## src/common/uft_pkg.sv

```systemverilog
/*
 * Package of the USB frame timing block: register offsets, field
 * positions, reset values, the bit-time rate and the carrier structs.
 * Assumes a 100 MHz system clock and a 32-bit classic Wishbone bus.
 */
package uft_pkg;

    // System clock and bit-time rate
    localparam int unsigned UFT_CLK_HZ = 100_000_000; // System clock rate
    localparam int unsigned UFT_BIT_HZ = 12_000_000;  // Full-speed bit rate
    localparam int unsigned UFT_RATE_UNIT = 1_000_000; // Common divisor of both
    localparam logic [7:0] UFT_TICK_NUM = 8'(UFT_BIT_HZ / UFT_RATE_UNIT); // 12
    localparam logic [7:0] UFT_TICK_DEN = 8'(UFT_CLK_HZ / UFT_RATE_UNIT); // 100

    // Register byte addresses
    localparam logic [7:0] UFT_OFS_DONE_HEAD = 8'h00; // done_queue_head_pointer
    localparam logic [7:0] UFT_OFS_INTERVAL = 8'h04;  // frame_interval_config
    localparam logic [7:0] UFT_OFS_REMAINING = 8'h08; // frame_remaining_count
    localparam logic [7:0] UFT_OFS_NUMBER = 8'h0c;    // frame_number_count
    localparam logic [7:0] UFT_OFS_PERIODIC = 8'h10;  // periodic_start_position
    localparam logic [7:0] UFT_OFS_CONTROL = 8'h14;   // Run control and status

    // Field positions
    localparam int unsigned UFT_HEAD_LSB = 4; // Done head address low bit
    localparam int unsigned UFT_ITOG_BIT = 31; // interval_toggle
    localparam int unsigned UFT_PKT_LSB = 16; // max_full_speed_packet low bit
    localparam int unsigned UFT_PKT_MSB = 30; // max_full_speed_packet high bit
    localparam int unsigned UFT_LEN_MSB = 13; // 14-bit frame fields top bit
    localparam int unsigned UFT_RTOG_BIT = 31; // remaining_toggle
    localparam int unsigned UFT_NUM_MSB = 15; // Frame number top bit
    localparam int unsigned UFT_RUN_BIT = 0;     // Control: run
    localparam int unsigned UFT_PRIO_BIT = 1;    // Control: periodic priority
    localparam int unsigned UFT_LSOK_BIT = 2;    // Control: low-speed allowed
    localparam int unsigned UFT_EMPTY_BIT = 3;   // Control: done queue empty

    // Reset values
    localparam logic [13:0] UFT_LEN_RESET = 14'h2edf; // Nominal 1 ms frame
    localparam logic [14:0] UFT_PKT_RESET = 15'h0000; // Packet limit
    localparam logic [13:0] UFT_PRIO_PT_RESET = 14'h0000; // Periodic start
    localparam logic [27:0] UFT_HEAD_RESET = 28'h0000000; // Empty done queue
    localparam logic [15:0] UFT_NUM_RESET = 16'h0000; // Frame number

    // Frame number post to the shared communication area
    typedef struct packed {
        logic valid;               // Post pending
        logic [15:0] frame_number; // New frame number
    } uft_comm_wr_t;

    // Completed descriptor report from list processing
    typedef struct packed {
        logic valid;        // Descriptor appended to done queue
        logic [31:0] addr;  // Its physical address
    } uft_retire_t;

endpackage : uft_pkg

```

## src/logic/uft_frame_timer.sv

```systemverilog
/*
 * USB full-speed frame timer with done queue head pointer, reached over
 * classic Wishbone. Assumes list processing reports retired descriptors
 * on this clock and a memory agent accepts frame number posts.
 */
// Decided for this implementation: the address map and the Wishbone register port.
// How it works
// - Done head keeps address bits 31..4
// - Hardware updates done head; software read-only
// - Zero done head means queue empty
// - Fourteen-bit interval sets bit clocks per frame
// - Fifteen-bit max full-speed packet field
// - Remaining field reports bit times, read-only
// - Remaining counter reloads from interval each frame
// - Reload copies interval toggle to remaining toggle
// - Frame number increments on reload, wraps
// - Post number, raise start status, start lists
// - Control/bulk first, periodic after start point
// - Low-speed start only above threshold
`timescale 1ns/1ps
`default_nettype none
module uft_frame_timer
    import uft_pkg::*;
(
    input wire logic clk_i,                    // 100 MHz system clock
    input wire logic rst_i,                    // Asynchronous reset, active high
    input wire logic wb_cyc_i,                 // Wishbone cycle
    input wire logic wb_stb_i,                 // Wishbone strobe
    input wire logic wb_we_i,                  // Wishbone write enable
    input wire logic [7:0] wb_adr_i,           // Wishbone byte address
    input wire logic [3:0] wb_sel_i,           // Wishbone byte selects
    input wire logic [31:0] wb_dat_i,          // Wishbone write data
    output logic [31:0] wb_dat_o,              // Wishbone read data
    output logic wb_ack_o,                     // Wishbone acknowledge
    input wire uft_retire_t retire_i,          // Descriptor appended to done queue
    input wire logic done_head_clear_i,        // Done queue handed to software
    input wire logic [13:0] slow_packet_cutoff_i, // Low-speed threshold
    output uft_comm_wr_t comm_wr_o,            // Frame number post request
    input wire logic comm_wr_ready_i,          // Post accepted
    output logic sof_status_o,                 // Start-of-frame status pulse
    output logic list_start_o,                 // Begin descriptor lists pulse
    output logic periodic_priority_o,          // Periodic lists have priority
    output logic low_speed_ok_o,               // Low-speed start allowed
    output logic [14:0] max_full_speed_packet_o, // Packet size limit, bit times
    output logic bit_tick_o                    // Full-speed bit-time enable
);

    // Frame start sequence states
    typedef enum logic [1:0] {
        UFT_SEQ_IDLE,   // Waiting for a frame boundary
        UFT_SEQ_POST,   // Posting frame number to memory
        UFT_SEQ_SIGNAL  // Raising status and starting lists
    } uft_seq_t;

    // Registers
    logic [27:0] done_head_address_q;   // Done queue head, bits 31..4
    logic [27:0] done_head_address_d;   // Next done head
    logic interval_toggle_q;            // Interval toggle as written
    logic [14:0] max_full_speed_packet_q; // Packet size limit
    logic [13:0] frame_length_value_q;  // Bit clocks per frame minus one
    logic remaining_toggle_q;           // Toggle copied at reload
    logic [13:0] bit_times_left_q;      // Remaining bit times
    logic [13:0] bit_times_left_d;      // Next remaining count
    logic [15:0] frame_counter_value_q; // Frame number
    logic [13:0] periodic_priority_point_q; // Periodic start position
    logic run_q;                        // Frame generation enabled
    logic run_prev_q;                   // Run one cycle ago
    logic prio_q;                       // Periodic priority latch
    logic prio_d;                       // Next periodic priority
    logic ack_q;                        // Bus acknowledge
    logic [31:0] rdata_q;               // Registered read data
    uft_seq_t seq_q;                    // Frame start sequence state
    uft_seq_t seq_d;                    // Next sequence state
    logic [15:0] post_number_q;         // Number being posted
    logic sof_q;                        // Start-of-frame pulse
    logic list_q;                       // List start pulse

    // Bus decode
    wire bus_req = wb_cyc_i && wb_stb_i && !ack_q;       // New access this cycle
    wire bus_wr = bus_req && wb_we_i;                    // Write access
    wire sel_interval = (wb_adr_i == UFT_OFS_INTERVAL);  // Interval register hit
    wire sel_periodic = (wb_adr_i == UFT_OFS_PERIODIC);  // Periodic start hit
    wire sel_control = (wb_adr_i == UFT_OFS_CONTROL);    // Control register hit
    wire wr_interval = bus_wr && sel_interval;           // Interval write
    wire wr_periodic = bus_wr && sel_periodic;           // Periodic start write
    wire wr_control = bus_wr && sel_control;             // Control write

    // Frame timing decode
    wire bit_tick;                                       // One bit time elapsed
    wire run_start = run_q && !run_prev_q;               // Generation just enabled
    wire count_expired = bit_tick && (bit_times_left_q == 14'h0000); // Frame end
    wire frame_reload = run_start || (run_q && count_expired); // New frame
    wire prio_reached = (bit_times_left_q <= periodic_priority_point_q);
    wire done_empty = (done_head_address_q == UFT_HEAD_RESET); // Queue empty

    // Register views
    wire [31:0] done_head_view = {done_head_address_q, 4'h0};
    wire [31:0] interval_view = {interval_toggle_q, max_full_speed_packet_q,
                                 2'b00, frame_length_value_q};
    wire [31:0] remaining_view = {remaining_toggle_q, 17'h00000,
                                  bit_times_left_q};
    wire [31:0] number_view = {16'h0000, frame_counter_value_q};
    wire [31:0] periodic_view = {18'h00000, periodic_priority_point_q};
    wire [31:0] control_view = {28'h0000000, done_empty, low_speed_ok_o,
                                prio_q, run_q};

    // Read data selection, unmapped offsets read zero
    logic [31:0] rdata_mux; // Selected register view
    always_comb begin
        case (wb_adr_i)
            UFT_OFS_DONE_HEAD: rdata_mux = done_head_view;
            UFT_OFS_INTERVAL: rdata_mux = interval_view;
            UFT_OFS_REMAINING: rdata_mux = remaining_view;
            UFT_OFS_NUMBER: rdata_mux = number_view;
            UFT_OFS_PERIODIC: rdata_mux = periodic_view;
            UFT_OFS_CONTROL: rdata_mux = control_view;
            default: rdata_mux = 32'h00000000;
        endcase
    end

    // Bit-time enable from the system clock
    uft_rate_tick #(
        .NUM(UFT_TICK_NUM),
        .DEN(UFT_TICK_DEN)
    ) u_bit_tick (
        .clk_i(clk_i),
        .rst_i(rst_i),
        .run_i(run_q),
        .tick_o(bit_tick)
    );

    // Bus slave: one-cycle acknowledge, data registered with it
    always_ff @(posedge clk_i or posedge rst_i) begin
        if (rst_i) begin
            ack_q <= 1'b0;
            rdata_q <= 32'h00000000;
        end else begin
            ack_q <= bus_req;
            rdata_q <= bus_req ? rdata_mux : 32'h00000000;
        end
    end

    // Software-written configuration, byte lanes honoured
    always_ff @(posedge clk_i or posedge rst_i) begin
        if (rst_i) begin
            interval_toggle_q <= 1'b0;
            max_full_speed_packet_q <= UFT_PKT_RESET;
            frame_length_value_q <= UFT_LEN_RESET;
            periodic_priority_point_q <= UFT_PRIO_PT_RESET;
            run_q <= 1'b0;
        end else begin
            if (wr_interval) begin
                if (wb_sel_i[0]) frame_length_value_q[7:0] <= wb_dat_i[7:0];
                if (wb_sel_i[1]) frame_length_value_q[13:8] <= wb_dat_i[13:8];
                if (wb_sel_i[2]) max_full_speed_packet_q[7:0] <= wb_dat_i[23:16];
                if (wb_sel_i[3]) begin
                    max_full_speed_packet_q[14:8] <= wb_dat_i[UFT_PKT_MSB:24];
                    interval_toggle_q <= wb_dat_i[UFT_ITOG_BIT];
                end
            end
            if (wr_periodic) begin
                if (wb_sel_i[0]) periodic_priority_point_q[7:0] <= wb_dat_i[7:0];
                if (wb_sel_i[1]) periodic_priority_point_q[13:8] <= wb_dat_i[13:8];
            end
            if (wr_control && wb_sel_i[0]) begin
                run_q <= wb_dat_i[UFT_RUN_BIT];
            end
        end
    end

    // Done head: hardware-owned, a retire beats a same-cycle clear
    always_comb begin
        done_head_address_d = done_head_address_q;
        if (retire_i.valid) begin
            done_head_address_d = retire_i.addr[31:UFT_HEAD_LSB];
        end else if (done_head_clear_i) begin
            done_head_address_d = UFT_HEAD_RESET;
        end
    end

    always_ff @(posedge clk_i or posedge rst_i) begin
        if (rst_i) begin
            done_head_address_q <= UFT_HEAD_RESET;
        end else begin
            done_head_address_q <= done_head_address_d;
        end
    end

    // Remaining count: reload at frame start, else one per bit time
    always_comb begin
        bit_times_left_d = bit_times_left_q;
        if (frame_reload) begin
            bit_times_left_d = frame_length_value_q;
        end else if (run_q && bit_tick) begin
            bit_times_left_d = bit_times_left_q - 14'h0001;
        end
    end

    // Periodic priority from start point to frame end
    always_comb begin
        if (frame_reload) begin
            prio_d = 1'b0;
        end else if (run_q && prio_reached) begin
            prio_d = 1'b1;
        end else begin
            prio_d = prio_q;
        end
    end

    // Frame counters
    always_ff @(posedge clk_i or posedge rst_i) begin
        if (rst_i) begin
            bit_times_left_q <= 14'h0000;
            remaining_toggle_q <= 1'b0;
            frame_counter_value_q <= UFT_NUM_RESET;
            prio_q <= 1'b0;
            run_prev_q <= 1'b0;
        end else begin
            run_prev_q <= run_q;
            bit_times_left_q <= bit_times_left_d;
            prio_q <= prio_d;
            if (frame_reload) begin
                remaining_toggle_q <= interval_toggle_q;
                frame_counter_value_q <= frame_counter_value_q + 16'h0001;
            end
        end
    end

    // Frame start sequence next state
    always_comb begin
        case (seq_q)
            UFT_SEQ_IDLE: begin
                seq_d = frame_reload ? UFT_SEQ_POST : UFT_SEQ_IDLE;
            end
            UFT_SEQ_POST: begin
                seq_d = comm_wr_ready_i ? UFT_SEQ_SIGNAL : UFT_SEQ_POST;
            end
            UFT_SEQ_SIGNAL: begin
                seq_d = UFT_SEQ_IDLE;
            end
            default: begin
                seq_d = UFT_SEQ_IDLE;
            end
        endcase
    end

    // Post number, then status and list start pulses
    always_ff @(posedge clk_i or posedge rst_i) begin
        if (rst_i) begin
            seq_q <= UFT_SEQ_IDLE;
            post_number_q <= UFT_NUM_RESET;
            sof_q <= 1'b0;
            list_q <= 1'b0;
        end else begin
            seq_q <= seq_d;
            if (seq_q == UFT_SEQ_IDLE && frame_reload) begin
                post_number_q <= frame_counter_value_q + 16'h0001;
            end
            sof_q <= (seq_q == UFT_SEQ_SIGNAL);
            list_q <= (seq_q == UFT_SEQ_SIGNAL);
        end
    end

    // Outputs
    assign wb_ack_o = ack_q;
    assign wb_dat_o = rdata_q;
    assign comm_wr_o = '{valid: (seq_q == UFT_SEQ_POST),
                         frame_number: post_number_q};
    assign sof_status_o = sof_q;
    assign list_start_o = list_q;
    assign periodic_priority_o = prio_q;
    assign low_speed_ok_o = run_q && (bit_times_left_q > slow_packet_cutoff_i);
    assign max_full_speed_packet_o = max_full_speed_packet_q;
    assign bit_tick_o = bit_tick;

endmodule : uft_frame_timer
`default_nettype wire

```

## src/logic/uft_rate_tick.sv

```systemverilog
/*
 * Fractional rate divider: one-cycle enable at NUM/DEN of the clock rate.
 * Assumes NUM < DEN and a free-running system clock.
 */
`timescale 1ns/1ps
`default_nettype none
module uft_rate_tick #(
    parameter logic [7:0] NUM = 8'h0c, // Ticks per DEN clocks
    parameter logic [7:0] DEN = 8'h64  // Clock cycles per period
) (
    input wire logic clk_i,  // System clock
    input wire logic rst_i,  // Asynchronous reset, active high
    input wire logic run_i,  // Count only while high
    output logic tick_o      // One-cycle enable pulse
);
    logic [7:0] acc_q;   // Phase accumulator
    logic [7:0] sum;     // Accumulator plus step
    logic wrap;          // Period boundary crossed

    // Next phase and wrap decode
    assign sum = acc_q + NUM;
    assign wrap = run_i && (sum >= DEN);

    // Accumulate phase, emit a tick at each wrap
    always_ff @(posedge clk_i or posedge rst_i) begin
        if (rst_i) begin
            acc_q <= 8'h00;
            tick_o <= 1'b0;
        end else begin
            tick_o <= wrap;
            if (!run_i) begin
                acc_q <= 8'h00;
            end else if (wrap) begin
                acc_q <= sum - DEN;
            end else begin
                acc_q <= sum;
            end
        end
    end
endmodule : uft_rate_tick
`default_nettype wire
```

## config.mk

```make
export PLATFORM = sky130hd
export DESIGN_NAME = uft_frame_timer
export DESIGN_NICKNAME = d
export VERILOG_FILES = /design/src/common/uft_pkg.sv /design/src/logic/uft_frame_timer.sv /design/src/logic/uft_rate_tick.sv
export SDC_FILE = /design/constraint.sdc
export NUM_CORES = 1
export LEC_CHECK = 0
export BUFFER_PORTS_ARGS = -buffer_cell sky130_fd_sc_hd__buf_4
export CORE_MARGIN = 2
export CORE_UTILIZATION = 30
export CTS_CLUSTER_DIAMETER = 50
export DETAILED_ROUTE_END_ITERATION = 7
export RECOVER_POWER = 25
export SYNTH_ARGS = -nofsm -noshare
export SYNTH_HDL_FRONTEND = slang
export SYNTH_HIERARCHICAL = 1
export SYNTH_SLANG_ARGS = --single-unit
```

## constraint.sdc

```tcl
create_clock -name clk_i -period 5.95 [get_ports clk_i]
set_clock_uncertainty 0.15 [all_clocks]
set_input_delay 0.595 -clock clk_i [delete_from_list [all_inputs] [get_ports clk_i]]
set_output_delay 0.595 -clock clk_i [all_outputs]
set_load 0.1 [all_outputs]
```

==> metrics.txt, run 1 <==
# TYPE chip_impl_metric gauge
chip_impl_info{name="result_of_the_run",value="finished with violations"} 1
chip_impl_info{name="failed_checks",value="design-rule violations, max-capacitance violations, max-slew violations"} 1
chip_impl_metric{name="avgSynthCellArea",unit="um^2"} 10.9
chip_impl_metric{name="drc_violation_total_after_the_first_tritonroute_iteration",unit=""} 469
chip_impl_metric{name="number_of_distinct_standard_cells_referenced_by_the_synthesized_netlist",unit=""} 60
chip_impl_metric{name="instances_no_fill",unit=""} 1263
chip_impl_metric{name="die_width",unit="um"} 170
chip_impl_metric{name="global_route.overflow_total",unit=""} 0
chip_impl_metric{name="cts-htree-levels",unit=""} 4
chip_impl_info{name="criticalPathCategory",value="flip-flop to flip-flop"} 1
chip_impl_info{name="cts-root-buf",value="clkbuf_16"} 1
chip_impl_metric{name="timing_max_transition_violations_final",unit=""} 57
chip_impl_metric{name="synth-simple-area-share",unit="%"} 14.7
chip_impl_info{name="r2r-start",value="bit_times_left_q[2]"} 1
chip_impl_info{name="synthFlopType",value="dfrtp_1"} 1
chip_impl_metric{name="final_weighted_congestion_in_routability_driven_placement",unit=""} 0.807
chip_impl_metric{name="gr-usage-all-layers",unit="%"} 16.4
chip_impl_metric{name="async_reset_ff_share",unit="%"} 100
chip_impl_metric{name="cts_buffers",unit=""} 17
chip_impl_metric{name="setup_total_negative_slack",unit="ns"} 0
chip_impl_metric{name="max_cap_violation_count",unit=""} 1
chip_impl_metric{name="num_vias",unit=""} 6408
chip_impl_info{name="min-delay-start",value="retire_i[24]"} 1
chip_impl_metric{name="worst-path-max-fanout",unit=""} 49
chip_impl_metric{name="synthesis.nets",unit=""} 891
chip_impl_metric{name="achievable-frequency",unit="MHz"} 298
chip_impl_metric{name="grt_start_max_net_pins",unit=""} 104
chip_impl_metric{name="count_of_flip_flops_with_a_built_in_enable_after_synthesis",unit=""} 0
chip_impl_metric{name="post_synth_mux_area_share",unit="%"} 9.12
chip_impl_metric{name="place_hpwl",unit="mm"} 16.9
chip_impl_metric{name="synth_top_cell_area_share",unit="%"} 46.6
chip_impl_info{name="timing.hold.worst_endpoint",value="done_head_address_q[20]"} 1
chip_impl_metric{name="post_synthesis_instance_area",unit="mm^2"} 0.00827
chip_impl_metric{name="clk_pin_slew",unit="ns"} 0.07
chip_impl_metric{name="detail_route.drc_violations",unit=""} 1
chip_impl_metric{name="critical_path_arrival",unit="ns"} 3.52
chip_impl_metric{name="design.core.area",unit="mm^2"} 0.0270
chip_impl_metric{name="finalCriticalPeriod",unit="ns"} 3.36
chip_impl_info{name="crit-reg2reg-capture",value="post_number_q[4]"} 1
chip_impl_metric{name="max-slew-margin-rel",unit="%"} -24.5
chip_impl_metric{name="min_path_cells",unit=""} 3
chip_impl_metric{name="clock_power_share",unit="%"} 46.3
chip_impl_metric{name="post_cts_resized",unit=""} 0
chip_impl_metric{name="wl_per_cell",unit="um"} 18.2
chip_impl_metric{name="pwr-share-seq",unit="%"} 47.2
chip_impl_metric{name="area.sequential",unit="mm^2"} 0.00414
chip_impl_info{name="worstHoldPathType",value="input port to flip-flop"} 1
chip_impl_metric{name="setup_viol",unit=""} 0
chip_impl_metric{name="hold_violation_total_from_the_final_report",unit=""} 0
chip_impl_metric{name="fp.dieArea",unit="mm^2"} 0.0289
chip_impl_metric{name="synth.yosys.seq_area_share",unit="%"} 50.1
chip_impl_metric{name="post-cts-setup-buffer-count",unit=""} 0
chip_impl_metric{name="cts.sink_count",unit=""} 165
chip_impl_metric{name="num-fill-cells",unit=""} 2716
chip_impl_metric{name="setup.reg_to_reg.worst_slack",unit="ns"} 2.59
chip_impl_metric{name="xor_and_xnor_fraction_of_the_mapped_netlist_area",unit="%"} 5.07
chip_impl_metric{name="clk_path_buf_depth",unit=""} 2
chip_impl_metric{name="final_antenna_net_count",unit=""} 0
chip_impl_metric{name="count_of_input_and_output_buffers",unit=""} 161
chip_impl_info{name="synth_top_family_by_area",value="simple AND/OR/NAND/NOR gates"} 1
chip_impl_info{name="netlist.top_cell.by_area",value="dfrtp_1"} 1
chip_impl_metric{name="multi_input_comb_area",unit="mm^2"} 0.00383
chip_impl_metric{name="ff2ff_path_depth",unit=""} 6
chip_impl_metric{name="leakage",unit="uW"} 0.00472
chip_impl_metric{name="layout.nets",unit=""} 1041
chip_impl_metric{name="area_delta_synth_final",unit="%"} 23.8
chip_impl_metric{name="routed_via_density",unit=""} 5.07
chip_impl_metric{name="synth_cells",unit=""} 758
chip_impl_metric{name="global_route_wire_length_before_repair",unit="mm"} 36.4
chip_impl_metric{name="routed_wl",unit="mm"} 23.0
chip_impl_metric{name="die_y",unit="um"} 170
chip_impl_info{name="synth.top_cells.by_area",value="dfrtp_1, mux2_2, ha_1"} 1
chip_impl_metric{name="synth-compound-area-share",unit="%"} 12.0
chip_impl_metric{name="insertion_delay",unit="ns"} 0.43
chip_impl_metric{name="ctsHoldBuffers",unit=""} 1
chip_impl_metric{name="ys_warn_count",unit=""} 6
chip_impl_metric{name="synth-adder-area-share",unit="%"} 5.30
chip_impl_metric{name="start_util",unit="%"} 30.6
chip_impl_info{name="tritoncts_clock_tree",value="yes"} 1
chip_impl_info{name="critical_path.startpoint_type",value="flip-flop"} 1
chip_impl_metric{name="vias_in_the_first_global_route",unit=""} 6535
chip_impl_metric{name="antenna_found_initial",unit=""} 0
chip_impl_metric{name="share_of_cells_above_drive_strength_1",unit="%"} 25.6
chip_impl_metric{name="ir_drop",unit="mV"} 0.168
chip_impl_info{name="grt_setup_unrepaired",value="false"} 1
chip_impl_metric{name="power.share.combinational",unit="%"} 6.5
chip_impl_metric{name="power.density_cell_area",unit="mW/mm^2"} 241
chip_impl_metric{name="required",unit="ns"} 6.11
chip_impl_info{name="cp-end-kind",value="flip-flop"} 1
chip_impl_metric{name="yosys_register_bits",unit=""} 165
chip_impl_metric{name="placementRows",unit=""} 60
chip_impl_metric{name="drt_pass1_iterations",unit=""} 8
chip_impl_metric{name="max_slew.worst_pin.slew",unit="ns"} 1.87
chip_impl_metric{name="place.detailed.instances",unit=""} 1229
chip_impl_metric{name="io_pins",unit=""} 168
chip_impl_metric{name="swShare",unit="%"} 24.3
chip_impl_metric{name="internal_power",unit="uW"} 1870
chip_impl_metric{name="final_min_period_over_clock_period",unit="%"} 56.5
chip_impl_metric{name="p_sw",unit="uW"} 599
[flip-flops by register name, indices dropped and copies added (netlist names), 2 cells and up]
name	flops
wb_dat_o	32
done_head_address_q	28
frame_counter_value_q	16
post_number_q	16
max_full_speed_packet_o	15
bit_times_left_q	14
frame_length_value_q	14
periodic_priority_point_q	14
u_bit_tick/acc_q	6
seq_q	2
[layout make-up]
| type | instances | share of cell area [%] |
|---|---|---|
| diodes | 1 | 0.0244 |
| clock buffers | 20 | 4.56 |
| clock inverters | 12 | 1.42 |
| inverters | 38 | 1.44 |
| multi-input cells | 519 | 37.4 |
| flip-flops and latches | 165 | 40.5 |
| well taps | 341 | 4.17 |
| repair buffers | 167 | 10.5 |
[cells in the mapped netlist, types with 13 or more instances]
cell	count
a21oi_1	26
xnor2_1	32
xor2_1	14
a222oi_1	13
nand2b_1	37
nor2_1	32
a22oi_1	33
o21ai_0	45
clkbuf_1	26
dfrtp_1	154
nand4_1	15
nand3_1	17
mux2_2	55
inv_1	38
nand2_1	67
ha_1	35
[logic make-up (layout without fill, tap and decap cells)]
logic type	after synthesis	in the layout
flops	165	165
other cells	0	1
fa+ha+maj	35	35
simple gates	228	228
mux	64	64
compound gates	145	145
buf+inv	74	237
xor+xnor	47	47
[worst max-delay path, stage by stage, from the launching register on]
cell and delay [ns]:
dfrtp_1 0.49, or4_4 0.61, or4b_4 0.55, o41ai_4 0.29
buf_4 0.49, nand2_4 0.28, mux2_4 0.36
[layer usage]
| metal | up-vias | share of wire (%) | wire length, um | GRT usage (%) |
|---|---|---|---|---|
| met2 | 175 | 47 | 10800 | 26.2 |
| met1 | 3185 | 46 | 10500 | 21.8 |
| met4 | 0 | 2.1 | 481 | 6.32 |
| met3 | 26 | 5.5 | 1260 | 3.63 |
| li1 | 3022 | - | - | - |
| met5 | - | 0 | 0 | 0 |
[per-stage QoR]
step	util, %	instance area, um^2	total power (uW)	worst slack, ns	hold slack, ns
4_1_cts	38.5	10400	2500	2.58	0.198
2_1_floorplan	-	8270	1260	0.960	0.248
6_report	37.9	10200	2470	2.59	0.216
5_1_grt	37.9	10200	2560	2.48	0.202
3_5_place_dp	36.2	9800	1350	2.40	0.290
3_3_place_gp	36.2	9800	1350	2.48	0.286
[power by group through the flow]
stage / registers, uW / clock network [uW] / logic, uW
after floorplan: 1200 / 0 / 62.8
after global placement: 1190 / 0 / 162
after detailed placement: 1190 / 0 / 164
after CTS: 1160 / 1170 / 165
after global routing: 1170 / 1210 / 180
final: 1160 / 1140 / 161
[placed cells by master, fill, tap and decap left out, drive strengths merged, types with 33 or more instances in the layout]
cell type,instances
inv,41
xnor2,33
nand2b,37
o21ai,45
ha,35
clkbuf,69
a22oi,33
nand2,68
mux2,64
buf,117
dfrtp,154
[how the worst max path moves through the flow]
stage / start / endpoint
after global placement: wb_adr_i[5] / frame_length_value_q[8]
after global routing: bit_times_left_q[2] / post_number_q[2]
after detailed placement: wb_adr_i[5] / frame_length_value_q[5]
after floorplan: rst_i / bit_times_left_q[0]
final: bit_times_left_q[2] / post_number_q[4]
after CTS: bit_times_left_q[2] / post_number_q[4]
No activity file was read; power rests on OpenSTA's default activity.
==> run 2: changes to the inputs <==
- clock period: 5.95 -> 3.55 ns (I/O delays scaled with it)
==> run 2 against run 1 <==
Critical path type unchanged. Maximum frequency rose by 9.8%. Power rose by 64%. The run now ends clean. Clock power rose by 55%. Register-to-register slack got worse by 2.1 ns. Wire length rose by 2.0%.
==> metrics.txt, run 2 (synthesis gave the netlist of run 1 again) <==
# TYPE chip_impl_metric gauge
chip_impl_metric{name="die_width",unit="um"} 170
chip_impl_metric{name="post_cts_resized",unit=""} 0
chip_impl_info{name="worstHoldPathType",value="input port to flip-flop"} 1
chip_impl_metric{name="setup_viol",unit=""} 0
chip_impl_metric{name="place_hpwl",unit="mm"} 17.0
chip_impl_metric{name="design.core.area",unit="mm^2"} 0.0270
chip_impl_info{name="cp-end-kind",value="flip-flop"} 1
chip_impl_metric{name="final_min_period_over_clock_period",unit="%"} 86.2
chip_impl_metric{name="insertion_delay",unit="ns"} 0.44
chip_impl_metric{name="antenna_found_initial",unit=""} 1
chip_impl_metric{name="io_pins",unit=""} 168
chip_impl_metric{name="achievable-frequency",unit="MHz"} 327
chip_impl_metric{name="placementRows",unit=""} 60
chip_impl_metric{name="largest_reg_flops",unit=""} 32
chip_impl_info{name="most_common_cell_after_layout_fill_and_taps_aside",value="dfrtp_1"} 1
chip_impl_metric{name="clk_pin_slew",unit="ns"} 0.07
chip_impl_metric{name="postLayoutCellArea",unit="mm^2"} 0.0107
chip_impl_metric{name="ctsHoldBuffers",unit=""} 47
chip_impl_info{name="commonest_cells_after_routing_fill_and_taps_aside",value="dfrtp_1, buf_4, nand2_1"} 1
chip_impl_metric{name="dpl_cell_area",unit="mm^2"} 0.00985
chip_impl_metric{name="count_of_input_and_output_buffers",unit=""} 161
chip_impl_metric{name="grt_start_max_net_pins",unit=""} 144
chip_impl_metric{name="num-fill-cells",unit=""} 2680
chip_impl_metric{name="layout.nets",unit=""} 1091
chip_impl_metric{name="die_y",unit="um"} 170
chip_impl_info{name="tritoncts_clock_tree",value="yes"} 1
chip_impl_metric{name="timing.hold.ws",unit="ns"} 0.0177
chip_impl_metric{name="max_cap_violation_count",unit=""} 0
chip_impl_metric{name="power.density_cell_area",unit="mW/mm^2"} 377
chip_impl_metric{name="required",unit="ns"} 3.72
chip_impl_metric{name="num_vias",unit=""} 6581
chip_impl_metric{name="setup_total_negative_slack",unit="ns"} 0
chip_impl_metric{name="drt_pass1_iterations",unit=""} 6
chip_impl_metric{name="start_util",unit="%"} 30.6
chip_impl_metric{name="power",unit="uW"} 4030
chip_impl_metric{name="global_route.overflow_total",unit=""} 0
chip_impl_metric{name="global_route_wire_length_before_repair",unit="mm"} 36.5
chip_impl_metric{name="cts-htree-levels",unit=""} 4
chip_impl_metric{name="vias_in_the_first_global_route",unit=""} 6536
chip_impl_metric{name="fp.dieArea",unit="mm^2"} 0.0289
chip_impl_metric{name="area_delta_synth_final",unit="%"} 29.4
chip_impl_metric{name="cts_buffers",unit=""} 17
chip_impl_metric{name="ir_drop",unit="mV"} 0.202
chip_impl_metric{name="gr-usage-all-layers",unit="%"} 16.6
chip_impl_metric{name="finalCriticalPeriod",unit="ns"} 3.06
chip_impl_metric{name="max_slew.worst_pin.slew",unit="ns"} 1.26
chip_impl_metric{name="worst-path-max-fanout",unit=""} 29
chip_impl_metric{name="post-cts-setup-buffer-count",unit=""} 0
chip_impl_metric{name="hold_violation_total_from_the_final_report",unit=""} 0
chip_impl_metric{name="critical_path_arrival",unit="ns"} 3.23
chip_impl_metric{name="routed_via_density",unit=""} 5.01
chip_impl_metric{name="clk_path_buf_depth",unit=""} 2
chip_impl_info{name="cts-root-buf",value="clkbuf_16"} 1
chip_impl_metric{name="final_antenna_net_count",unit=""} 0
chip_impl_metric{name="final_weighted_congestion_in_routability_driven_placement",unit=""} 0.814
chip_impl_metric{name="wl_per_cell",unit="um"} 17.9
chip_impl_metric{name="leakage",unit="uW"} 0.00492
chip_impl_metric{name="max-slew-margin-rel",unit="%"} 16.0
chip_impl_metric{name="timing_max_transition_violations_final",unit=""} 0
chip_impl_info{name="grt_setup_unrepaired",value="false"} 1
chip_impl_metric{name="cts.sink_count",unit=""} 165
chip_impl_metric{name="detail_route.drc_violations",unit=""} 0
chip_impl_metric{name="share_of_cells_above_drive_strength_1",unit="%"} 24.9
chip_impl_info{name="result_of_the_run",value="finished clean"} 1
chip_impl_metric{name="routed_wl",unit="mm"} 23.5
chip_impl_metric{name="drc_violation_total_after_the_first_tritonroute_iteration",unit=""} 499
chip_impl_info{name="critical_path.startpoint_type",value="flip-flop"} 1
chip_impl_info{name="criticalPathCategory",value="flip-flop to flip-flop"} 1
run 2: final cells by class:
cell class / count / area (um^2) / share of cell area [%]
repair buffers: 217 / 1600 / 14.9
clock inverters: 15 / 134 / 1.25
well taps: 341 / 427 / 3.99
flip-flops and latches: 165 / 4140 / 38.7
diodes: 1 / 2.50 / 0.0234
multi-input cells: 519 / 3830 / 35.8
inverters: 38 / 144 / 1.34
clock buffers: 17 / 425 / 3.97
run 2: power by group:
part           internal, uW  switching (uW)
Clock                   924             846
Combinational           144             169
Sequential             1910            37.1
run 2: layer usage:
metal	share of wire, %	track usage [%]
met2	49	26.8
met4	1.5	5.09
met5	0	0
met3	5.5	3.88
met1	44	22.1
run 2: worst max-delay path, cell delays in order (launching register included):
cell	delay [ns]
dfrtp_1	0.49
or4_4	0.61
or4b_4	0.55
o41ai_4	0.36
buf_12	0.23
nand2_4	0.19
mux2_4	0.34
run 2: final timing paths:
path	end	slack (ns)	startpoint	depth (start not counted)
min in group asynchronous	u_bit_tick/acc_q[5]	0.29	rst_i	3
worst min register to register	list_start_o	0.30	seq_q[0]	1
max in group asynchronous	seq_q[0]	1.65	rst_i	4
worst min-delay path	periodic_priority_point_q[12]	0.02	wb_dat_i[12]	2
worst max-delay path	post_number_q[8]	0.49	bit_times_left_q[2]	6
worst max register to register	post_number_q[8]	0.49	bit_times_left_q[2]	6
run 2: per-stage QoR:
stage          setup slack (ns)  cells  util [%]
2_1_floorplan             0.368    758         -
6_report                  0.490   1313      39.6
4_1_cts                   0.491   1312      40.3
3_3_place_gp              0.537   1233      36.4
5_1_grt                   0.381   1313      39.6
3_5_place_dp              0.516   1233      36.4
